$ cat src/rtl/bpct_pkg.sv
`default_nettype none
package bpct_pkg;
  // Register byte offsets
  localparam logic [7:0] OFS_CTRL = 8'h00;
  localparam logic [7:0] OFS_PRESC = 8'h04;
  localparam logic [7:0] OFS_STATUS = 8'h08;
  localparam logic [7:0] OFS_MASK = 8'h0C;
  localparam logic [7:0] OFS_T2 = 8'h10;
  localparam logic [7:0] OFS_T3 = 8'h14;
  localparam logic [7:0] OFS_T4 = 8'h18;
  localparam logic [7:0] OFS_T5 = 8'h1C;
  localparam logic [7:0] OFS_T6 = 8'h20;
  // Control field positions
  localparam int CTRL_RUN1 = 0;
  localparam int CTRL_RUN2 = 1;
  localparam int CTRL_DN1 = 2;
  localparam int CTRL_DN2 = 3;
  localparam int CTRL_CHA = 4;
  localparam int CTRL_CHB = 5;
  localparam int CTRL_CHC = 6;
  // Prescale field positions
  localparam int PS_FIRST_BLOCK_PRESCALE = 0;
  localparam int PS_SECOND_BLOCK_PRESCALE = 2;
  localparam int PS_IND1 = 4;
  localparam int PS_IND2 = 8;
  // Status bit positions
  localparam int ST_OV1 = 0;
  localparam int ST_OV2 = 1;
  localparam int ST_AUX = 2;
  // Reset values
  localparam logic [1:0] BPS_RST = 2'h0;
  localparam logic [31:0] CTRL_RST = 32'h0000_0000;
  // Basic clock periods in system clocks for encodings 00,01,10,11
  localparam logic [5:0] B1_DIV00 = 6'h08;
  localparam logic [5:0] B1_DIV01 = 6'h04;
  localparam logic [5:0] B1_DIV10 = 6'h20;
  localparam logic [5:0] B1_DIV11 = 6'h10;
  localparam logic [5:0] B2_DIV00 = 6'h04;
  localparam logic [5:0] B2_DIV01 = 6'h02;
  localparam logic [5:0] B2_DIV10 = 6'h10;
  localparam logic [5:0] B2_DIV11 = 6'h08;
  typedef struct packed {
    logic [2:0] ind2;
    logic [2:0] ind1;
    logic [1:0] second_block_prescale;
    logic [1:0] first_block_prescale;
  } bpct_presc_s;
endpackage : bpct_pkg
`default_nettype wire

$ cat src/rtl/bpct_timers.sv
// Summary of operation
// - Each block clocked by its own prescaler
// - Block prescalers reset to encoding 00
// - First block: two basics 8/16/32/64 clocks; the code gives basic periods of 4/8/16/32 clocks
// - Second block: two basics 4/8/16/32 clocks; the code gives basic periods of 2/4/8/16 clocks
// - Core is low part, auxiliary high
// - Aux steps on core wrap, within two
// - Chaining only inside the same block
// - Trigger modes: counter, interface, capture, reload; only internal timer mode is built
//
// Added by the designer: register access over APB and the address map.
`default_nettype none
module bpct_timers
  import bpct_pkg::*;
#(
  parameter int TW = 16
) (
  input wire logic pclk, // System clock
  input wire logic presetn, // Async reset, active low
  input wire logic psel, // APB select
  input wire logic penable, // APB enable
  input wire logic pwrite, // APB direction
  input wire logic [7:0] paddr, // APB byte address
  input wire logic [31:0] pwdata, // APB write data
  output logic [31:0] prdata, // APB read data
  output logic pready, // APB ready
  output logic pslverr, // APB error
  output logic irq // Interrupt level
);
  // Register state
  logic [31:0] ctrl_r; // Run, direction and chain bits
  bpct_presc_s presc_r; // Block and individual prescalers
  logic [2:0] status_r; // Sticky event flags
  logic [2:0] mask_r; // Interrupt mask
  logic [TW-1:0] tmr_r [5]; // 0:aux a,1:core1,2:aux b,3:aux2,4:core2
  // Block prescaler chain
  logic [5:0] bdiv1_r; // First block divider
  logic [5:0] bdiv2_r; // Second block divider
  logic [5:0] half1; // First block basic period
  logic [5:0] half2; // Second block basic period
  logic b1_tick; // First block basic clock
  logic b2_tick; // Second block basic clock
  // Individual prescaler chain
  logic [6:0] ip1_r; // First core basic clock count
  logic [6:0] ip2_r; // Second core basic clock count
  logic [6:0] ip1_mask; // First core divide mask
  logic [6:0] ip2_mask; // Second core divide mask
  logic c1_tick; // First core count clock
  logic c2_tick; // Second core count clock
  // Chain events
  logic c1_wrap; // First core overflow or underflow
  logic c2_wrap; // Second core overflow or underflow
  logic c1_wrap_r; // First core event, registered
  logic c2_wrap_r; // Second core event, registered
  // Bus decode
  logic setup; // Setup phase of a transfer
  logic wr_en; // Write access phase
  logic rd_en; // Read access phase
  logic addr_ok; // Address is mapped
  logic [31:0] rd_mux; // Read data selection
  logic irq_r; // Interrupt level

  // First block basic period for each prescaler encoding
  always_comb begin
    case (presc_r.first_block_prescale)
      2'h0: half1 = B1_DIV00;
      2'h1: half1 = B1_DIV01;
      2'h2: half1 = B1_DIV10;
      default: half1 = B1_DIV11;
    endcase
  end

  // Second block basic period for each prescaler encoding
  always_comb begin
    case (presc_r.second_block_prescale)
      2'h0: half2 = B2_DIV00;
      2'h1: half2 = B2_DIV01;
      2'h2: half2 = B2_DIV10;
      default: half2 = B2_DIV11;
    endcase
  end

  // One basic clock tick per basic period
  assign b1_tick = (bdiv1_r == half1 - 6'h01);
  assign b2_tick = (bdiv2_r == half2 - 6'h01);

  // First block divider; a shorter new period restarts it
  always_ff @(posedge pclk or negedge presetn) begin
    if (!presetn) begin
      bdiv1_r <= 6'h00;
    end else if (b1_tick || bdiv1_r >= half1) begin
      bdiv1_r <= 6'h00;
    end else begin
      bdiv1_r <= bdiv1_r + 6'h01;
    end
  end

  // Second block divider; a shorter new period restarts it
  always_ff @(posedge pclk or negedge presetn) begin
    if (!presetn) begin
      bdiv2_r <= 6'h00;
    end else if (b2_tick || bdiv2_r >= half2) begin
      bdiv2_r <= 6'h00;
    end else begin
      bdiv2_r <= bdiv2_r + 6'h01;
    end
  end

  // Individual prescalers divide the basic clock by a power of two
  assign ip1_mask = (7'h01 << presc_r.ind1) - 7'h01;
  assign ip2_mask = (7'h01 << presc_r.ind2) - 7'h01;
  assign c1_tick = b1_tick && ((ip1_r & ip1_mask) == 7'h00);
  assign c2_tick = b2_tick && ((ip2_r & ip2_mask) == 7'h00);

  // First core basic clock count
  always_ff @(posedge pclk or negedge presetn) begin
    if (!presetn) begin
      ip1_r <= 7'h00;
    end else if (b1_tick) begin
      ip1_r <= ip1_r + 7'h01;
    end
  end

  // Second core basic clock count
  always_ff @(posedge pclk or negedge presetn) begin
    if (!presetn) begin
      ip2_r <= 7'h00;
    end else if (b2_tick) begin
      ip2_r <= ip2_r + 7'h01;
    end
  end

  // Core wrap in the counting direction; only internal timer mode
  // exists, so no trigger mode is open to spurious events
  assign c1_wrap = c1_tick && ctrl_r[CTRL_RUN1] &&
    (ctrl_r[CTRL_DN1] ? (tmr_r[1] == '0) : (tmr_r[1] == '1));
  assign c2_wrap = c2_tick && ctrl_r[CTRL_RUN2] &&
    (ctrl_r[CTRL_DN2] ? (tmr_r[4] == '0) : (tmr_r[4] == '1));

  // APB phase decode
  assign setup = psel && !penable;
  assign wr_en = psel && penable && pwrite;
  assign rd_en = psel && penable && !pwrite;

  // Mapped addresses
  always_comb begin
    case (paddr)
      OFS_CTRL, OFS_PRESC, OFS_STATUS, OFS_MASK, OFS_T2, OFS_T3, OFS_T4, OFS_T5,
      OFS_T6: addr_ok = 1'b1;
      default: addr_ok = 1'b0;
    endcase
  end

  // Control register
  always_ff @(posedge pclk or negedge presetn) begin
    if (!presetn) begin
      ctrl_r <= CTRL_RST;
    end else if (wr_en && paddr == OFS_CTRL) begin
      ctrl_r <= {25'h0, pwdata[6:0]};
    end
  end

  // Prescale register; bit 7 is unused
  always_ff @(posedge pclk or negedge presetn) begin
    if (!presetn) begin
      presc_r <= '{ind2: 3'h0, ind1: 3'h0, second_block_prescale: BPS_RST, first_block_prescale: BPS_RST};
    end else if (wr_en && paddr == OFS_PRESC) begin
      presc_r <= {pwdata[10:8], pwdata[6:4], pwdata[3:2], pwdata[1:0]};
    end
  end

  // Interrupt mask register
  always_ff @(posedge pclk or negedge presetn) begin
    if (!presetn) begin
      mask_r <= 3'h0;
    end else if (wr_en && paddr == OFS_MASK) begin
      mask_r <= pwdata[2:0];
    end
  end

  // First block chain event: aux steps one cycle after core wrap
  always_ff @(posedge pclk or negedge presetn) begin
    if (!presetn) begin
      c1_wrap_r <= 1'b0;
    end else begin
      c1_wrap_r <= c1_wrap;
    end
  end

  // Second block chain event: aux steps one cycle after core wrap
  always_ff @(posedge pclk or negedge presetn) begin
    if (!presetn) begin
      c2_wrap_r <= 1'b0;
    end else begin
      c2_wrap_r <= c2_wrap;
    end
  end

  // Timer updates: cores count, aux timers follow their block core
  genvar gi;
  generate
    for (gi = 0; gi < 5; gi++) begin : g_tmr
      logic wsel;
      logic step;
      logic dn;
      logic chained;
      assign wsel = wr_en && (paddr == OFS_T2 + 8'(4 * gi));
      // Step source and direction per timer
      always_comb begin
        case (gi)
          0: begin
            chained = ctrl_r[CTRL_CHA];
            step = c1_wrap_r;
            dn = ctrl_r[CTRL_DN1];
          end
          1: begin
            chained = 1'b1;
            step = c1_tick && ctrl_r[CTRL_RUN1];
            dn = ctrl_r[CTRL_DN1];
          end
          2: begin
            chained = ctrl_r[CTRL_CHB];
            step = c1_wrap_r;
            dn = ctrl_r[CTRL_DN1];
          end
          3: begin
            chained = ctrl_r[CTRL_CHC];
            step = c2_wrap_r;
            dn = ctrl_r[CTRL_DN2];
          end
          default: begin
            chained = 1'b1;
            step = c2_tick && ctrl_r[CTRL_RUN2];
            dn = ctrl_r[CTRL_DN2];
          end
        endcase
      end
      // Software write wins over a count step
      always_ff @(posedge pclk or negedge presetn) begin
        if (!presetn) begin
          tmr_r[gi] <= '0;
        end else if (wsel) begin
          tmr_r[gi] <= pwdata[TW-1:0];
        end else if (chained && step) begin
          tmr_r[gi] <= dn ? tmr_r[gi] - 1'b1 : tmr_r[gi] + 1'b1;
        end
      end
    end
  endgenerate

  // Sticky status, cleared by read; set wins over clear
  always_ff @(posedge pclk or negedge presetn) begin
    if (!presetn) begin
      status_r <= 3'h0;
    end else begin
      status_r <= ((rd_en && paddr == OFS_STATUS) ? 3'h0 : status_r) |
        {c1_wrap_r | c2_wrap_r, c2_wrap, c1_wrap};
    end
  end

  // Interrupt level, one cycle behind the flags
  always_ff @(posedge pclk or negedge presetn) begin
    if (!presetn) begin
      irq_r <= 1'b0;
    end else begin
      irq_r <= |(status_r & mask_r);
    end
  end
  assign irq = irq_r;

  // Read data selection
  always_comb begin
    case (paddr)
      OFS_CTRL: rd_mux = ctrl_r;
      OFS_PRESC: rd_mux = {21'h0, presc_r.ind2, 1'b0, presc_r.ind1,
        presc_r.second_block_prescale, presc_r.first_block_prescale};
      OFS_STATUS: rd_mux = {29'h0, status_r};
      OFS_MASK: rd_mux = {29'h0, mask_r};
      OFS_T2: rd_mux = 32'(tmr_r[0]);
      OFS_T3: rd_mux = 32'(tmr_r[1]);
      OFS_T4: rd_mux = 32'(tmr_r[2]);
      OFS_T5: rd_mux = 32'(tmr_r[3]);
      OFS_T6: rd_mux = 32'(tmr_r[4]);
      default: rd_mux = 32'h0000_0000;
    endcase
  end

  // Ready pulse in the access phase, no wait states
  always_ff @(posedge pclk or negedge presetn) begin
    if (!presetn) begin
      pready <= 1'b0;
    end else begin
      pready <= setup;
    end
  end

  // Error reply on an unmapped address
  always_ff @(posedge pclk or negedge presetn) begin
    if (!presetn) begin
      pslverr <= 1'b0;
    end else begin
      pslverr <= setup && !addr_ok;
    end
  end

  // Read data, sampled in the setup phase, zero otherwise
  always_ff @(posedge pclk or negedge presetn) begin
    if (!presetn) begin
      prdata <= 32'h0000_0000;
    end else if (setup && !pwrite) begin
      prdata <= rd_mux;
    end else begin
      prdata <= 32'h0000_0000;
    end
  end
endmodule : bpct_timers
`default_nettype wire

$ cat config.mk
export PLATFORM = sky130hd
export DESIGN_NAME = bpct_timers
export DESIGN_NICKNAME = d
export VERILOG_FILES = /design/src/rtl/bpct_pkg.sv /design/src/rtl/bpct_timers.sv
export SDC_FILE = /design/constraint.sdc
export NUM_CORES = 1
export LEC_CHECK = 0
export BUFFER_PORTS_ARGS = -buffer_cell sky130_fd_sc_hd__buf_2
export CAP_MARGIN = 25
export CELL_PAD_IN_SITES_DETAIL_PLACEMENT = 1
export CELL_PAD_IN_SITES_GLOBAL_PLACEMENT = 1
export CORE_ASPECT_RATIO = 1.75
export CORE_MARGIN = 2
export CORE_UTILIZATION = 52
export CTS_BUF_LIST = sky130_fd_sc_hd__clkbuf_2 sky130_fd_sc_hd__clkbuf_4 sky130_fd_sc_hd__clkbuf_8
export DETAILED_ROUTE_END_ITERATION = 16
export PLACE_DENSITY_LB_ADDON = 0.1
export REMOVE_ABC_BUFFERS = 1
export SLEW_MARGIN = 20
export SYNTH_ARGS = -nofsm -noshare
export SYNTH_HDL_FRONTEND = slang
export SYNTH_SLANG_ARGS = --single-unit
$ cat constraint.sdc
create_clock -name pclk -period 10.5 [get_ports pclk]
set_input_delay 1.05 -clock pclk [delete_from_list [all_inputs] [get_ports pclk]]
set_output_delay 1.05 -clock pclk [all_outputs]
set_load 0.05 [all_outputs]
==> impl_summary.log, run 1 <==
[metrics] status: finished clean
[metrics] endpoint required time on the critical path: 10930 ps
[metrics] TNS Setup: 0 ps
[metrics] area of the mapped netlist: 0.01118 sq mm
[metrics] data arrival time of the critical path: 4300 ps
[metrics] sequential element share of the synthesized area: 0.3359
[metrics] via count of the first global-routing pass: 10620
[metrics] slew at the pin with the worst max-slew slack: 917.9 ps
[metrics] hold buffers post-CTS: 0
[metrics] number of violations of the max-capacitance limit: 0
[metrics] number of max-slew violations in the final report: 0
[metrics] number of DRC markers after the initial detailed-route iteration: 718
[metrics] timing startpoint of the critical path: ctrl_r[2]
[metrics] clock tree from TritonCTS: built
[metrics] Final min period: 3867 ps
[metrics] post_cts resized: 0
[metrics] ratio of cells with drive above 1 in the final layout: 0.1024
[metrics] portion of total power attributed to the clock network: 0.295
[metrics] horizontal die dimension: 114.8 microns
[metrics] wirelength, routed: 37.70 mm
[metrics] worst-path maximum fanout: 49
[metrics] Period Utilization, post-route: 0.3683
[metrics] Synth async-reset ratio: 1.000
[metrics] Routed Antenna Nets: 0
[metrics] buffers from clock root to sink, at most: 2
[metrics] post-synth cell types: 78
[metrics] Switching Power: 0.6063 mW
[metrics] nature of the critical path endpoint: flop
[metrics] number of antenna violations at the first check in global routing: 0
[metrics] nature of the critical path startpoint: flop
[metrics] Post-Synth Adder-Cell Area: 0.1052
[metrics] area of the placeable core: 0.02132 sq mm
[metrics] fraction of synthesized area in multiplexers: 0.04747
[metrics] TritonCTS sink count: 150
[metrics] total number of yosys warnings: 0
[metrics] Avg Inst Size Synth: 8.590 sq um
[metrics] setup repair after global routing missed its margin: false
[metrics] final HPWL from detailed placement: 28.31 mm
[metrics] first-pass GRT wire length: 58.48 mm
[metrics] area of the die: 0.02273 sq mm
[metrics] worst setup path category: flop to flop
[metrics] share of the synthesized area in compound gates (AO/OA/AOI/OAI): 0.2218
[metrics] Total Routing Usage GR: 0.3407
[metrics] CTS clk-pin slew, worst paths: 100 ps
[metrics] via count: 10440
[metrics] xor and xnor fraction of the mapped netlist area: 0.06270
[metrics] Reg2Reg Launch Point: ctrl_r[2]
[metrics] number of nets in the finished design: 1471
[metrics] largest vdd supply drop: 0.07696 mV
[metrics] Yosys top cell area share: 0.3359
[metrics] growth of design area from synthesis to finish: 7.546%
[metrics] main combinational cell family by area after synthesis: compound AO/OA/AOI/OAI gates
[metrics] cells after synthesis: 1301
[metrics] CTS HTree Levels: 4
[metrics] starting utilization of the core area: 0.5242
[metrics] Post-Synth Simple-Gate Area: 0.1820
[metrics] worst min path class: input port to async pin
[metrics] 1st-pass router iterations: 6
[metrics] internal power contribution: 1.037 mW
[metrics] most common flop cell mapped by yosys: dfrtp_1
[metrics] count of endpoints failing hold in the final timing report: 0
[metrics] Comb pwr share: 0.279
[metrics] via density per instance: 6.513
[metrics] count leader, synth: dfrtp_1
[metrics] number of enable flip-flop cells after synthesis: 0
[metrics] overall die height: 197.9 microns
[metrics] post-CTS setup-driven buffer insertion count: 0
[metrics] Power Density: 136.7 mW/mm^2
[metrics] worst clock skew on the final layout: 14.08 ps
[metrics] routability cong.: 0.9485
[metrics] largest area contributor in the netlist: dfrtp_1
[metrics] most used standard cells in the synthesized netlist: dfrtp_1, nor2_1, a21oi_1
[metrics] average wire length per cell after detail routing: 23.52 microns
[metrics] Switching Share: 0.3689
[metrics] post-layout utilization of the core: 0.5637
[metrics] DR DRC count: 0
[metrics] power share of the sequential group: 0.426
[metrics] clock root cell: clkbuf_8
[metrics] number of top-level design ports: 80
[metrics] number of setup violations in the final report: 0
[metrics] cts bufs inserted: 17
[metrics] worst slew margin relative to its limit: 0.3881
[metrics] number of port buffers: 47
[metrics] largest net degree at the start of global routing: 100
[metrics] Cell Rows: 71
[metrics] total grt overflow: 0
[metrics] worst-skew pair later-pin latency: 510 ps
[metrics] Diodes inserted: 0
[metrics] #FFs+latches synth: 150
[metrics] Leakage: 5.231 nW
[metrics] main area contributors after synthesis: dfrtp_1, ha_1, a21oi_1
[metrics] maximum clock frequency: 258.6 MHz
[final timing paths]
path	end	slack (ps)	cells after the start
worst max register to register	tmr_r[78]	6630	11
min in group pclk	bdiv1_r[0]	490	1
max in group asynchronous	ctrl_r[2]	8690	3
worst min-delay path	ip2_r[5]	430	1
worst max-delay path	tmr_r[78]	6630	11
worst min register to register	bdiv1_r[0]	490	1
[flip-flops by register name (all words and copies together), names as in the netlist, 6 cells and up]
register	flops
ip1_r	7
prdata	16
presc_r	10
ctrl_r	7
bdiv1_r	6
tmr_r	80
ip2_r	7
bdiv2_r	6
[logic make-up (layout without fill, tap and decap cells)]
group	Yosys count	count (layout)
AND/OR/NAND/NOR	427	427
AO/OA/AOI/OAI	397	397
flip-flops	150	150
buffers and inverters	105	137
adder cells (fa/ha/maj)	91	91
XOR/XNOR	80	80
multiplexers	50	50
other	1	16
[per-layer routing]
layer,global-route usage,wire [microns]
met3,0.04040,1596
met4,0.2053,2625
met2,0.6016,19500
met5,0,0
met1,0.3881,13980
[cell type report]
class / instances / area (sq um)
clock buffers: 17 / 234.0
well taps: 255 / 319.1
multi-input cells: 1061 / 6995
flip-flops and latches: 150 / 3755
fillers: 2582 / 9301
clock inverters: 15 / 180.2
repair buffers: 62 / 374.1
inverters: 43 / 161.4
[layout by cell type (no fill, tap or decap), drive strengths merged, types with 8 or more instances in the layout]
cell type	n
clkbuf	17
nand4	15
a21oi	145
xor2	34
nor2b	19
and2	9
nand2b	16
nand3	23
a31oi	18
inv	53
or3	11
ha	86
a222oi	13
nor3	31
o21ai	92
buf	62
dfrtp	150
o21a	15
a21o	13
conb	16
xnor2	46
and3	8
nor4	13
a211oi	8
mux2i	26
nor2	146
mux2	24
nand2	113
a22oi	18
[critical path, stage by stage, from the launching register on]
cell       delay [ps]
dfrtp_2           370
buf_4             550
inv_1             500
fa_1              540
nor2b_1           150
o21ai_0           110
a21boi_0          360
nor2_1            160
o311ai_0          420
a31oi_1           180
xnor2_1           200
a2bb2oi_1         190
[per-stage QoR]
| step | setup WS (ps) | total power, mW | cells | cell area [sq um] | hold slack, ps |
|---|---|---|---|---|---|
| finish | 6633 | 1.644 | 1603 | 12020 | 427.4 |
| global route | 6336 | 1.736 | 1603 | 12020 | 429.9 |
| CTS | 6684 | 1.654 | 1600 | 11980 | 500.7 |
| detailed placement | 6714 | 1.168 | 1568 | 11560 | 487.3 |
| global placement | 6721 | 1.145 | 1566 | 11550 | 483.8 |
| floorplan | 6887 | 1.024 | 1254 | 10900 | 438.0 |
[power by group through the flow]
stage / sequential, mW / combinational, mW / clock, mW
final: 0.700 / 0.459 / 0.485
after global routing: 0.707 / 0.515 / 0.514
after CTS: 0.699 / 0.461 / 0.494
after detailed placement: 0.710 / 0.457 / 0
after global placement: 0.708 / 0.437 / 0
after floorplan: 0.685 / 0.339 / 0
(Power assumes the default switching activity.)
==> inputs of run 2 (changes only) <==
ABC_AREA = 1   (was default)
CORE_UTILIZATION = 46   (was 52)
clock period = 3.8 ns   (was 10.5 ns; I/O delays follow)
==> run 2 against run 1 <==
Wire length grew 17%. Final cell count grew 36%. Sequential share of layout area shrank 2.6 points. Power grew 130%. Largest cell class unchanged. Register-to-register slack lost 5400 ps. First-iteration DRC count shrank 13%. Setup slack lost 5400 ps. Area after synthesis grew 9.2%. Cell area grew 9.0%. Worst hold slack lost 300 ps. Global-route usage shrank 1.2 points. Die area grew 23%.
==> impl_summary.log, run 2 <==
[metrics] Final min period: 2595 ps
[metrics] number of DRC markers after the initial detailed-route iteration: 628
[metrics] Diodes inserted: 0
[metrics] status: finished clean
[metrics] worst reg2reg path endpoint: tmr_r[74]
[metrics] count leader, synth: nand2_1
[metrics] final HPWL from detailed placement: 35.75 mm
[metrics] Comb pwr share: 0.177
[metrics] timing startpoint of the critical path: ctrl_r[2]
[metrics] Yosys top cell area share: 0.3077
[metrics] post-synth cell types: 47
[metrics] critical path cell sequence: inv_1 > fa_1 > nand3b_1 > nand2_1 > nand2_1 > nand2_1 > nand2_1 > nand2_1 > nor2_1 > nand3b_1 > nand2_1
[metrics] setup repair after global routing missed its margin: false
[metrics] worst-path maximum fanout: 19
[metrics] Reg2Reg Launch Point: ctrl_r[2]
[metrics] largest registers: tmr_r (80), prdata (16), presc_r (10)
[metrics] horizontal die dimension: 127.1 microns
[metrics] clock tree from TritonCTS: built
[metrics] worst clock skew on the final layout: 15.50 ps
[metrics] most used standard cells in the synthesized netlist: nand2_1, inv_1, nand3_1
[metrics] ratio of cells with drive above 1 in the final layout: 0.08176
[metrics] TritonCTS sink count: 150
[metrics] sequential element share of the synthesized area: 0.3077
[metrics] Routed Antenna Nets: 0
[metrics] main area contributors after synthesis: dfrtp_1, nand2_1, ha_1
[metrics] slew at the pin with the worst max-slew slack: 732.8 ps
[metrics] endpoint required time on the critical path: 4240 ps
[metrics] CTS HTree Levels: 4
[metrics] total grt overflow: 0
[metrics] largest vdd supply drop: 0.1930 mV
[metrics] Period Utilization, post-route: 0.6828
[metrics] #FFs+latches synth: 150
[metrics] leading cell type in the layout, fill and taps excluded: nand2_1
[metrics] Synth async-reset ratio: 1.000
[metrics] internal power contribution: 2.573 mW
[metrics] area of the placeable core: 0.02596 sq mm
[metrics] count of endpoints failing hold in the final timing report: 0
[metrics] number of flip-flops under the largest register name: 80
[metrics] number of antenna violations at the first check in global routing: 0
[metrics] worst min path class: input port to flop
[metrics] filler cell count: 3542
[metrics] average wire length per cell after detail routing: 20.27 microns
[metrics] Largest Register: tmr_r
[metrics] number of cell instances on the worst register-to-register path: 11
[metrics] cells after synthesis: 1797
[metrics] hold path endpoint: tmr_r[11]
[metrics] number of violations of the max-capacitance limit: 0
[metrics] pre-CTS worst setup slack: 1206 ps
[metrics] buffers from clock root to sink, at most: 2
[metrics] flop-to-flop setup slack: 1210 ps
[metrics] number of top-level design ports: 80
[metrics] power after layout: 3.839 mW
[metrics] post-layout instance area: 0.01311 sq mm
[metrics] area of the mapped netlist: 0.01220 sq mm
[metrics] growth of design area from synthesis to finish: 7.425%
[metrics] via count of the first global-routing pass: 13240
[metrics] number of port buffers: 47
[metrics] Leakage: 6.940 nW
[metrics] hold path startpoint: pwdata[11]
[metrics] power share of the sequential group: 0.480
[metrics] 1st-pass router iterations: 5
[metrics] wirelength, routed: 44.18 mm
[metrics] overall die height: 219.4 microns
[metrics] number of nets in the finished design: 1982
[metrics] largest net degree at the start of global routing: 103
[metrics] CP most frequent cell: nand2_1
[metrics] nature of the critical path startpoint: flop
[metrics] Critical Path Slowest Stage Cell: dfrtp_2
[metrics] portion of total power attributed to the clock network: 0.343
[metrics] maximum clock frequency: 385.4 MHz
[metrics] Cell Rows: 78
[metrics] Avg Inst Size Synth: 6.789 sq um
[metrics] number of max-slew violations in the final report: 0
[metrics] Critical Path Max Stage Delay: 640 ps
[metrics] most common flop cell mapped by yosys: dfrtp_1
[metrics] Switching Power: 1.266 mW
[metrics] Switching Share: 0.3297
[metrics] nature of the critical path endpoint: flop
[metrics] data arrival time of the critical path: 3040 ps
[metrics] via count: 12410
[metrics] final critical-path setup slack: 1205 ps
[metrics] post-CTS setup-driven buffer insertion count: 0
[metrics] clock root cell: clkbuf_8
[metrics] number of setup violations in the final report: 0
[metrics] DR DRC count: 0
[metrics] TNS Setup: 0 ps
[metrics] starting utilization of the core area: 0.4700
[metrics] largest area contributor in the netlist: dfrtp_1
[metrics] area of the die: 0.02789 sq mm
[metrics] number of enable flip-flop cells after synthesis: 0
[metrics] total number of yosys warnings: 0
[metrics] worst setup path category: flop to flop
[metrics] routability cong.: 0.9861
[metrics] first-pass GRT wire length: 70.14 mm
[metrics] Total Routing Usage GR: 0.3288
[metrics] total cell area at the placement stage: 0.01269 sq mm
[metrics] commonest cells after routing, fill and taps aside: nand2_1, inv_1, nand3_1
[metrics] Hold Crit Depth: 3
[metrics] Power Density: 292.9 mW/mm^2
[metrics] via density per instance: 5.696
[metrics] worst slew margin relative to its limit: 0.5101
[metrics] CTS clk-pin slew, worst paths: 100 ps
[metrics] post_cts resized: 0
[metrics] worst-skew pair later-pin latency: 510 ps
[metrics] cts bufs inserted: 17
run 2: timing repair:
action	in CTS	in global routing
endpoints found under the setup margin	0	0
hold buffers	1	0
endpoints found under the hold margin	48	0
run 2: logic make-up after synthesis:
logic type / Yosys count / synth area share
AND/OR/NAND/NOR: 987 / 0.3558
buffers and inverters: 290 / 0.09845
AO/OA/AOI/OAI: 233 / 0.1089
flip-flops: 150 / 0.3077
adder cells (fa/ha/maj): 91 / 0.09640
XOR/XNOR: 44 / 0.03159
other: 1 / 0.0003074
multiplexers: 1 / 0.0009229
run 2: worst max-delay path, delay by kind of cell (launching register included):
family / cells / cell delay (ps)
adders and majority gates: 1 / 520
buffers and inverters: 1 / 290
DFF: 1 / 640
and+or+nand+nor: 9 / 1100
run 2: how the worst max path moves through the flow:
stage | to | slack, ps
finish | tmr_r[74] | 1210
global route | tmr_r[46] | 1040
CTS | tmr_r[74] | 1190
detailed placement | tmr_r[74] | 1210
global placement | tmr_r[74] | 1240
floorplan | tmr_r[78] | 860
run 2: area by class of cell:
type / count / area [sq um] / share of cell area
multi-input cells: 1372 / 7302 / 0.5571
flip-flops and latches: 150 / 3755 / 0.2865
inverters: 253 / 950.9 / 0.07255
well taps: 320 / 400.4 / 0.03055
repair buffers: 52 / 294.0 / 0.02243
clock buffers: 22 / 284.0 / 0.02167
clock inverters: 10 / 120.1 / 0.009165
run 2: per-layer routing:
metal	vias to the layer above	GRT usage	routed length, microns
met5	-	0	0
met1	6107	0.3479	16410
met2	285	0.6151	23510
met3	140	0.04022	1421
li1	5880	-	-
met4	0	0.1978	2834
run 2: power groups by stage:
stage                     combinational (mW)  clock [mW]  sequential (mW)
after floorplan                        0.461           0             1.84
after global placement                 0.648           0             1.87
after detailed placement               0.687           0             1.88
after CTS                              0.691        1.34             1.84
after global routing                   0.777        1.40             1.86
final                                  0.678        1.32             1.84
run 2: metrics by stage:
stage	hold slack, ps	cells	utilization
after global placement	347.4	2146	0.4889
after global routing	126.7	2179	0.5049
after floorplan	84.41	1775	-
after detailed placement	353.9	2146	0.4889
final	124.6	2179	0.5049
after CTS	100.9	2179	0.5049
